$ cat src/period_timer_pkg.sv
// constants shared by the gated period timer
package period_timer_pkg;
  // register offsets (word index == address on the plain port)
  localparam logic [3:0] OFS_CONTROL = 4'h0; // timer_control
  localparam logic [3:0] OFS_COUNT   = 4'h1; // count_value
  localparam logic [3:0] OFS_PERIOD  = 4'h2; // period register
  localparam logic [3:0] OFS_FLAGS   = 4'h3; // irq_flag_status_0
  localparam logic [3:0] OFS_ENABLE  = 4'h4; // irq_enable_ctl_0
  // control field positions
  localparam int BIT_ENABLE  = 15; // count_enable
  localparam int BIT_IDLE    = 13; // stop_in_idle
  localparam int BIT_GATE    = 6;  // gate_accumulate_enable
  localparam int BIT_PS_HI   = 5;  // prescale_select msb
  localparam int BIT_PS_LO   = 4;  // prescale_select lsb
  localparam int BIT_SYNC    = 2;  // external_sync_select
  localparam int BIT_SOURCE  = 1;  // clock_source_select
  // flag / enable bit positions
  localparam int BIT_MATCH   = 3;  // period_match_flag
  localparam int BIT_GATEEND = 4;  // gate falling edge flag
  // writable control bits
  localparam logic [15:0] CONTROL_MASK = 16'hA076;
  localparam logic [15:0] FLAG_MASK    = 16'h0018;
  // reset values
  localparam logic [15:0] RST_CONTROL = 16'h0000;
  localparam logic [15:0] RST_COUNT   = 16'h0000;
  localparam logic [15:0] RST_PERIOD  = 16'hFFFF;
  localparam logic [15:0] RST_ZERO    = 16'h0000;
  // prescaler terminal counts: divide-by minus one
  localparam logic [7:0] DIV1_LAST   = 8'h00;
  localparam logic [7:0] DIV8_LAST   = 8'h07;
  localparam logic [7:0] DIV64_LAST  = 8'h3F;
  localparam logic [7:0] DIV256_LAST = 8'hFF;
  localparam logic [1:0] PS_DIV1  = 2'h0;
  localparam logic [1:0] PS_DIV8  = 2'h1;
  localparam logic [1:0] PS_DIV64 = 2'h2;
endpackage : period_timer_pkg

$ cat src/gated_period_timer.sv
// gated 16-bit period timer with prescaler and interrupt flags
//
// Contract
// - 16-bit counter, normal or gated mode
// - gated: count half-rate core ticks while gate high
// - idle stops counting when stop_in_idle set
// - input is half-rate core or pin
// - prescale by 1, 8, 64 or 256
// - prescaler cleared: count write, disable, reset
// - disabled prescaler holds, no clear events
// - control write leaves count untouched
// - sleep counts only enabled, external, async
// - sleep counting wraps at period to zero
// - match sets flag, interrupt when enabled
// - gate falling edge also raises interrupt
// - flag and enable live in status/enable regs
`timescale 1ns/1ps
module gated_period_timer #(
  parameter int WIDTH = 16 // counter width
) (
  input  wire logic        i_core_clk,  // 250 MHz core clock
  input  wire logic        i_rst_n,     // async active-low reset
  input  wire logic [3:0]  i_addr,      // register index
  input  wire logic [15:0] i_wdata,     // write data
  input  wire logic        i_wr,        // write strobe
  input  wire logic        i_rd,        // read strobe
  input  wire logic        i_idle,      // processor idle level
  input  wire logic        i_sleep,     // processor sleep level
  input  wire logic        i_gate_clock_pin, // external clock / gate
  output logic      [15:0] o_rdata,     // read data, cycle after strobe
  output logic             o_irq,       // level interrupt
  output logic      [15:0] o_count      // live count value
);
  // elaboration check: only the 16-bit register layout is served
  if (WIDTH != 16)
  begin : g_width_check
    $error("gated_period_timer supports WIDTH 16 only");
  end

  // reset synchroniser
  logic rst_meta_reg;
  logic rst_sync_n;
  always_ff @(posedge i_core_clk or negedge i_rst_n)
  begin
    if (!i_rst_n)
    begin
      rst_meta_reg <= 1'b0;
      rst_sync_n   <= 1'b0;
    end
    else
    begin
      rst_meta_reg <= 1'b1;
      rst_sync_n   <= rst_meta_reg;
    end
  end

  logic [15:0] control_reg; // timer_control
  logic [15:0] count_reg;   // count_value
  logic [15:0] period_reg;  // period register
  logic [15:0] flags_reg;   // irq_flag_status_0
  logic [15:0] enable_reg;  // irq_enable_ctl_0
  logic [7:0]  presc_reg;   // prescaler count
  logic        half_reg;    // core/2 divider
  logic        pin_reg;     // previous pin level
  logic [7:0]  presc_last;  // prescaler terminal count

  // decoded control bits
  wire ctl_on     = control_reg[period_timer_pkg::BIT_ENABLE];
  wire ctl_idle   = control_reg[period_timer_pkg::BIT_IDLE];
  wire ctl_gate   = control_reg[period_timer_pkg::BIT_GATE];
  wire ctl_sync   = control_reg[period_timer_pkg::BIT_SYNC];
  wire ctl_source = control_reg[period_timer_pkg::BIT_SOURCE];
  wire [1:0] ctl_ps = {control_reg[period_timer_pkg::BIT_PS_HI],
                       control_reg[period_timer_pkg::BIT_PS_LO]};

  wire wr_control = i_wr && (i_addr == period_timer_pkg::OFS_CONTROL);
  wire wr_count   = i_wr && (i_addr == period_timer_pkg::OFS_COUNT);
  wire wr_period  = i_wr && (i_addr == period_timer_pkg::OFS_PERIOD);
  wire wr_flags   = i_wr && (i_addr == period_timer_pkg::OFS_FLAGS);
  wire wr_enable  = i_wr && (i_addr == period_timer_pkg::OFS_ENABLE);

  // pin edges; pin taken as synchronous to the core clock
  wire pin_rise = i_gate_clock_pin && !pin_reg;
  wire pin_fall = !i_gate_clock_pin && pin_reg;

  // sleep keeps only an enabled async external source alive
  wire sleep_ok = ctl_source && !ctl_sync;
  wire idle_hold = i_idle && ctl_idle;
  wire run = ctl_on && !idle_hold && (!i_sleep || sleep_ok);

  // raw input tick ahead of the prescaler
  logic in_tick;
  always_comb
  begin
    in_tick = 1'b0;
    if (ctl_source)
      in_tick = pin_rise;
    else if (ctl_gate)
      in_tick = half_reg && i_gate_clock_pin;
    else
      in_tick = half_reg;
  end

  // prescale code decode
  always_comb
  begin
    case (ctl_ps)
      period_timer_pkg::PS_DIV1:  presc_last = period_timer_pkg::DIV1_LAST;
      period_timer_pkg::PS_DIV8:  presc_last = period_timer_pkg::DIV8_LAST;
      period_timer_pkg::PS_DIV64: presc_last = period_timer_pkg::DIV64_LAST;
      default:                    presc_last = period_timer_pkg::DIV256_LAST;
    endcase
  end

  wire presc_tick = run && in_tick && (presc_reg >= presc_last);
  wire at_match   = (count_reg == period_reg);

  // core/2 instruction rate divider
  always_ff @(posedge i_core_clk or negedge rst_sync_n)
  begin
    if (!rst_sync_n)
      half_reg <= 1'b0;
    else
      half_reg <= !half_reg;
  end

  // pin history for edge detection
  always_ff @(posedge i_core_clk or negedge rst_sync_n)
  begin
    if (!rst_sync_n)
      pin_reg <= 1'b0;
    else
      pin_reg <= i_gate_clock_pin;
  end

  // prescaler: frozen while disabled, so clears only act when on
  always_ff @(posedge i_core_clk or negedge rst_sync_n)
  begin
    if (!rst_sync_n)
      presc_reg <= 8'h00;
    else if (ctl_on)
    begin
      if (wr_count || (wr_control && !i_wdata[period_timer_pkg::BIT_ENABLE]))
        presc_reg <= 8'h00;
      else if (run && in_tick)
        presc_reg <= presc_tick ? 8'h00 : presc_reg + 8'h01;
    end
    // disabled: hold, the prescaler clock is stopped
  end

  // control register; never touches the count
  always_ff @(posedge i_core_clk or negedge rst_sync_n)
  begin
    if (!rst_sync_n)
      control_reg <= period_timer_pkg::RST_CONTROL;
    else if (wr_control)
      control_reg <= i_wdata & period_timer_pkg::CONTROL_MASK;
  end

  // counter: write wins, then wrap after match, then increment
  always_ff @(posedge i_core_clk or negedge rst_sync_n)
  begin
    if (!rst_sync_n)
      count_reg <= period_timer_pkg::RST_COUNT;
    else if (wr_count)
      count_reg <= i_wdata;
    else if (presc_tick)
    begin
      if (at_match)
        count_reg <= period_timer_pkg::RST_ZERO;
      else
        count_reg <= count_reg + 16'h0001;
    end
  end

  // period register
  always_ff @(posedge i_core_clk or negedge rst_sync_n)
  begin
    if (!rst_sync_n)
      period_reg <= period_timer_pkg::RST_PERIOD;
    else if (wr_period)
      period_reg <= i_wdata;
  end

  // sticky flags, set wins over a write-one clear
  wire match_evt = presc_tick && at_match;
  wire gate_evt  = ctl_on && ctl_gate && !ctl_source && pin_fall;
  logic [15:0] flag_set;
  always_comb
  begin
    flag_set = 16'h0000;
    flag_set[period_timer_pkg::BIT_MATCH]   = match_evt;
    flag_set[period_timer_pkg::BIT_GATEEND] = gate_evt;
  end
  always_ff @(posedge i_core_clk or negedge rst_sync_n)
  begin
    if (!rst_sync_n)
      flags_reg <= period_timer_pkg::RST_ZERO;
    else
      flags_reg <= ((flags_reg & ~(wr_flags ? i_wdata : 16'h0000))
                    | flag_set) & period_timer_pkg::FLAG_MASK;
  end

  // interrupt enable mask
  always_ff @(posedge i_core_clk or negedge rst_sync_n)
  begin
    if (!rst_sync_n)
      enable_reg <= period_timer_pkg::RST_ZERO;
    else if (wr_enable)
      enable_reg <= i_wdata & period_timer_pkg::FLAG_MASK;
  end

  // interrupt level, registered
  always_ff @(posedge i_core_clk or negedge rst_sync_n)
  begin
    if (!rst_sync_n)
      o_irq <= 1'b0;
    else
      o_irq <= |(flags_reg & enable_reg);
  end

  // count mirror output
  always_ff @(posedge i_core_clk or negedge rst_sync_n)
  begin
    if (!rst_sync_n)
      o_count <= period_timer_pkg::RST_COUNT;
    else
      o_count <= count_reg;
  end

  // read data one cycle after the strobe, zero otherwise
  always_ff @(posedge i_core_clk or negedge rst_sync_n)
  begin
    if (!rst_sync_n)
      o_rdata <= 16'h0000;
    else if (i_rd)
    begin
      case (i_addr)
        period_timer_pkg::OFS_CONTROL: o_rdata <= control_reg;
        period_timer_pkg::OFS_COUNT:   o_rdata <= count_reg;
        period_timer_pkg::OFS_PERIOD:  o_rdata <= period_reg;
        period_timer_pkg::OFS_FLAGS:   o_rdata <= flags_reg;
        period_timer_pkg::OFS_ENABLE:  o_rdata <= enable_reg;
        default:                       o_rdata <= 16'h0000; // unmapped
      endcase
    end
    else
      o_rdata <= 16'h0000;
  end

  // checks
  a_match_sets_flag: assert property (@(posedge i_core_clk)
    disable iff (!rst_sync_n)
    match_evt |=> flags_reg[period_timer_pkg::BIT_MATCH])
    else $error("match did not set flag");

  a_wrap_to_zero: assert property (@(posedge i_core_clk)
    disable iff (!rst_sync_n)
    (match_evt && !wr_count) |=> (count_reg == 16'h0000))
    else $error("count did not wrap");

  a_control_keeps: assert property (@(posedge i_core_clk)
    disable iff (!rst_sync_n)
    (wr_control && !presc_tick) |=> $stable(count_reg))
    else $error("control write changed count");

  a_idle_stops: assert property (@(posedge i_core_clk)
    disable iff (!rst_sync_n)
    (idle_hold && !wr_count) |=> $stable(count_reg))
    else $error("count moved in idle");

  a_off_holds_presc: assert property (@(posedge i_core_clk)
    disable iff (!rst_sync_n)
    !ctl_on |=> $stable(presc_reg))
    else $error("prescaler moved while off");

  a_gate_low_hold: assert property (@(posedge i_core_clk)
    disable iff (!rst_sync_n)
    (ctl_gate && !ctl_source && !i_gate_clock_pin && !wr_count)
      |=> $stable(count_reg))
    else $error("gated count moved with gate low");

  a_sleep_sync_hold: assert property (@(posedge i_core_clk)
    disable iff (!rst_sync_n)
    (i_sleep && !sleep_ok && !wr_count) |=> $stable(count_reg))
    else $error("count moved in sleep");

  a_gate_fall_flag: assert property (@(posedge i_core_clk)
    disable iff (!rst_sync_n)
    gate_evt |=> flags_reg[period_timer_pkg::BIT_GATEEND])
    else $error("gate end flag missing");

  a_irq_follows: assert property (@(posedge i_core_clk)
    disable iff (!rst_sync_n)
    (flags_reg[period_timer_pkg::BIT_MATCH]
     && enable_reg[period_timer_pkg::BIT_MATCH]) |=> o_irq)
    else $error("irq not raised");

  a_count_write_clears: assert property (@(posedge i_core_clk)
    disable iff (!rst_sync_n)
    (wr_count && ctl_on) |=> (presc_reg == 8'h00))
    else $error("prescaler not cleared");

  a_off_write_clears: assert property (@(posedge i_core_clk)
    disable iff (!rst_sync_n)
    (wr_control && ctl_on && !i_wdata[period_timer_pkg::BIT_ENABLE])
      |=> (presc_reg == 8'h00))
    else $error("prescaler not cleared on disable");
endmodule : gated_period_timer

$ cat config.mk
export PLATFORM = sky130hd
export DESIGN_NAME = gated_period_timer
export DESIGN_NICKNAME = d
export VERILOG_FILES = /design/src/period_timer_pkg.sv /design/src/gated_period_timer.sv
export SDC_FILE = /design/constraint.sdc
export NUM_CORES = 1
export LEC_CHECK = 0
export BUFFER_PORTS_ARGS = -buffer_cell sky130_fd_sc_hd__buf_2
export CORE_ASPECT_RATIO = 0.75
export CORE_MARGIN = 3
export CORE_UTILIZATION = 30
export CTS_CLUSTER_SIZE = 12
export DETAILED_ROUTE_END_ITERATION = 10
export PLACE_DENSITY_LB_ADDON = 0.25
export SYNTH_ARGS = -nofsm -noshare
export SYNTH_HDL_FRONTEND = slang
export SYNTH_SLANG_ARGS = --single-unit
$ cat constraint.sdc
create_clock -name i_core_clk -period 5.11 [get_ports i_core_clk]
set_input_delay 1.022 -clock i_core_clk [delete_from_list [all_inputs] [get_ports i_core_clk]]
set_output_delay 1.022 -clock i_core_clk [all_outputs]
set_load 0.1 [all_outputs]
==> summary.md <==
| Metric | Value |
|---|---|
| Outcome | finished, final reports clean |
| Leading area contributor after synthesis | dfrtp_1 |
| Clk_skew | 11.7 ps |
| Total Nets Final | 479 |
| Setup ws final | 2350 ps |
| Worst path required time | 5380 ps |
| Grt total ovfl | 0 |
| Number of diodes | 0 |
| # rows | 36 |
| Kind of end point of the critical path | register |
| Share of layout cells above drive strength 1 | 0.274 |
| GPL Wtd Cong | 0.873 |
| Combinational family with the most area after synthesis | simple AND/OR/NAND/NOR gates |
| DRC viols | 0 |
| Initial antenna violation count | 0 |
| Post-synth EDFFs | 0 |
| Net Sw Power | 864 uW |
| Ys flop type | dfrtp_1 |
| Critical path class | in -> reg |
| Total Routing Usage GR | 0.153 |
| Syn_area_per_cell | 10.9 um^2 |
| Die Ht | 109 um |
| Fin. max-slew vios | 0 |
| # IOs | 60 |
| Synth Area in Adders | 0.0237 |
| Hold WC Path Type | reg -> async |
| CTS buffer count | 9 |
| Core Util, Final | 0.371 |
| Skew-Pair Late Insertion Delay | 340 ps |
| CP max-delay cell | nand2_1 |
| Max Freq | 362 MHz |
| Initial core utilization | 0.316 |
| Multiplexer area fraction after synthesis | 0.0826 |
| Post-CTS Setup Inserts | 0 |
| Synth top area cells | dfrtp_1 43%, dfstp_2 10%, mux2_2 5.6% |
| Mapped Nets | 423 |
| Fin Setup TNS | 0 ps |
| CP arrival | 3030 ps |
| First-pass GRT wire length | 18300 um |
| Via count | 3163 |
| H-tree depth | 3 |
| Gates resized, CTS repair | 0 |
| CTS tree | yes |
| Post-place setup slack | 2030 ps |
| Layout area overhead | 17.4% |
| Synth Register Bits | 88 |
| Port buffer count | 59 |
| Post-synth top area share | 0.427 |
| Clk pin slew, worst setup/hold paths | 70 ps |
| Clock Tree Buf Depth | 2 |
| Syn. warnings | 0 |
| Remaining antenna violation count after routing | 0 |
| P_int | 1.42 mW |
| Depth of the most critical reg-to-reg path | 8 |
| Reg-to-Reg End | count_reg[6] |
| Final setup vio count | 0 |
| Post-Route WL | 11300 um |
| Final hold vios | 0 |
| Worst Setup SP | i_addr[0] |
| Largest net degree at the start of global routing | 66 |
| Critical Path, Cell by Cell | buf_2 > and2b_1 > and2_1 > nand2_1 > mux2_1 |
| Worst-Margin Slew | 978 ps |
| Clock power frac | 0.285 |
| Root Driver | clkbuf_16 |
| Worst R2R Setup Slack | 2500 ps |
| Power Density | 460 nW/um^2 |
| Comb power frac | 0.274 |
| Initial DRC Count | 242 |
| Period minus WS final | 2760 ps |
| Routed vias/inst | 5.10 |
| RR Startpoint | control_reg[5] |
| DIE AREA | 15600 um^2 |
| Worst vdd ir | 0.177 mV |
| CP peak stage delay | 530 ps |
| Unrepaired setup endpoints after global routing | no |
| Sw Share | 0.379 |
| Flop pwr share | 0.441 |
| Xor and xnor area share after synthesis | 0.0456 |
| Final Cycle Share | 0.540 |
| CORE AREA | 13400 um^2 |
| CP max FO | 17 |
| Leak Pwr | 2.18 nW |
| Routed WL per cell | 18.2 um |
| Max_cap viols | 0 |
| Compound-Gate Fraction of Synth Area | 0.108 |
| HPWL after DPL | 8260 um |
| Simple-gate share of the synthesized area | 0.189 |
| Cts-stage hold buffer count | 0 |
| Fraction of registers with async set/reset | 1.00 |
| Vias in the first global route | 3173 |
| Relative slew slack | 0.343 |
| Post-synthesis cell type count | 55 |
| Setup crit end | period_reg[12] |
| Seq/Total Area, Yosys | 0.526 |
| Crit path launch type | input port |
| Post-Syn Instances | 388 |
| Die width | 143 um |
| Netlist Area Pre-Place | 4220 um^2 |
| Total clock sinks | 88 |
| Drt pass-1 iters | 7 |
power by group through the flow:
stage                     clock [mW]  sequential, mW  combinational [mW]
after floorplan                    0            1.20               0.276
after global placement             0            1.01               0.620
after detailed placement           0            1.02               0.630
after CTS                      0.671            1.01               0.632
after global routing           0.695            1.03               0.679
final                          0.651            1.01               0.625
final cells by class:
class,count,area (um^2)
flip-flops and latches,88,2230
well taps,171,214
multi-input cells,277,1900
repair buffers,60,303
inverters,8,30.0
clock buffers,11,233
fillers,1330,8420
clock inverters,5,56.3
how the worst min path moves through the flow:
stage / from / end / slack [ps] / cells past startpoint
2_1_floorplan: rst_meta_reg / rst_sync_n / 330 / 0
3_3_place_gp: rst_sync_n / o_count[2] / 230 / 0
3_5_place_dp: rst_sync_n / o_count[2] / 230 / 0
4_1_cts: rst_sync_n / o_count[1] / 230 / 0
5_1_grt: rst_sync_n / control_reg[6] / 250 / 0
6_report: rst_sync_n / control_reg[6] / 210 / 0
Yosys cell counts, drive strengths merged (4+ instances only):
library cell  instances
dfrtp                72
nor2                 46
nand2                26
mux2                 23
a21oi                19
dfstp                16
o21ai                16
xnor2                16
nand3                14
nand4                12
and2                 10
o211ai               10
a22oi                 9
clkbuf                9
mux2i                 9
ha                    8
inv                   8
and3                  7
buf                   6
or4                   6
xor2                  6
a31oi                 4
and4                  4
nor2b                 4
through the flow:
step / hold slack [ps] / area, um^2 / instances / total power [mW]
2_1_floorplan: 331 / 4220 / 388 / 1.48
3_3_place_gp: 226 / 4670 / 604 / 1.63
3_5_place_dp: 229 / 4670 / 604 / 1.65
4_1_cts: 226 / 4960 / 620 / 2.31
5_1_grt: 251 / 4960 / 620 / 2.40
6_report: 209 / 4960 / 620 / 2.28
routing by layer:
layer	global-route usage	vias to the layer above	part of all wire
li1	-	1498	-
met1	0.232	1556	0.52
met2	0.216	98	0.41
met3	0.0373	11	0.060
met4	0.0427	0	0.011
met5	0	-	0
cell usage in the layout (no fill, tap or decap), types with 3 or more instances in the layout:
cell type / count
mux2_2: 21
nor2b_1: 4
and4_1: 3
xnor2_1: 16
o21ai_0: 13
or3_1: 3
nor2_1: 46
nand3b_1: 3
a31oi_1: 4
nand4_1: 9
buf_2: 59
nand3_1: 13
ha_1: 8
a21oi_1: 19
o21ai_1: 3
nand2_1: 26
dfstp_2: 16
clkbuf_16: 9
and2_1: 10
mux2i_1: 9
dfrtp_1: 71
o211ai_1: 9
a22oi_1: 9
and3_1: 6
xor2_1: 6
inv_1: 8
or4_1: 5
nand4_2: 3
logic make-up after synthesis:
logic type	Yosys count
buffers and inverters	23
other	1
multiplexers	32
XOR/XNOR	22
AO/OA/AOI/OAI	71
adder cells (fa/ha/maj)	8
flip-flops	88
AND/OR/NAND/NOR	143
critical path, delay by kind of cell:
kind	cells	cell delay [ps]
buffers and inverters	1	210
muxes	1	490
and+or+nand+nor	3	1290
Power figures use the tool's default switching activity.
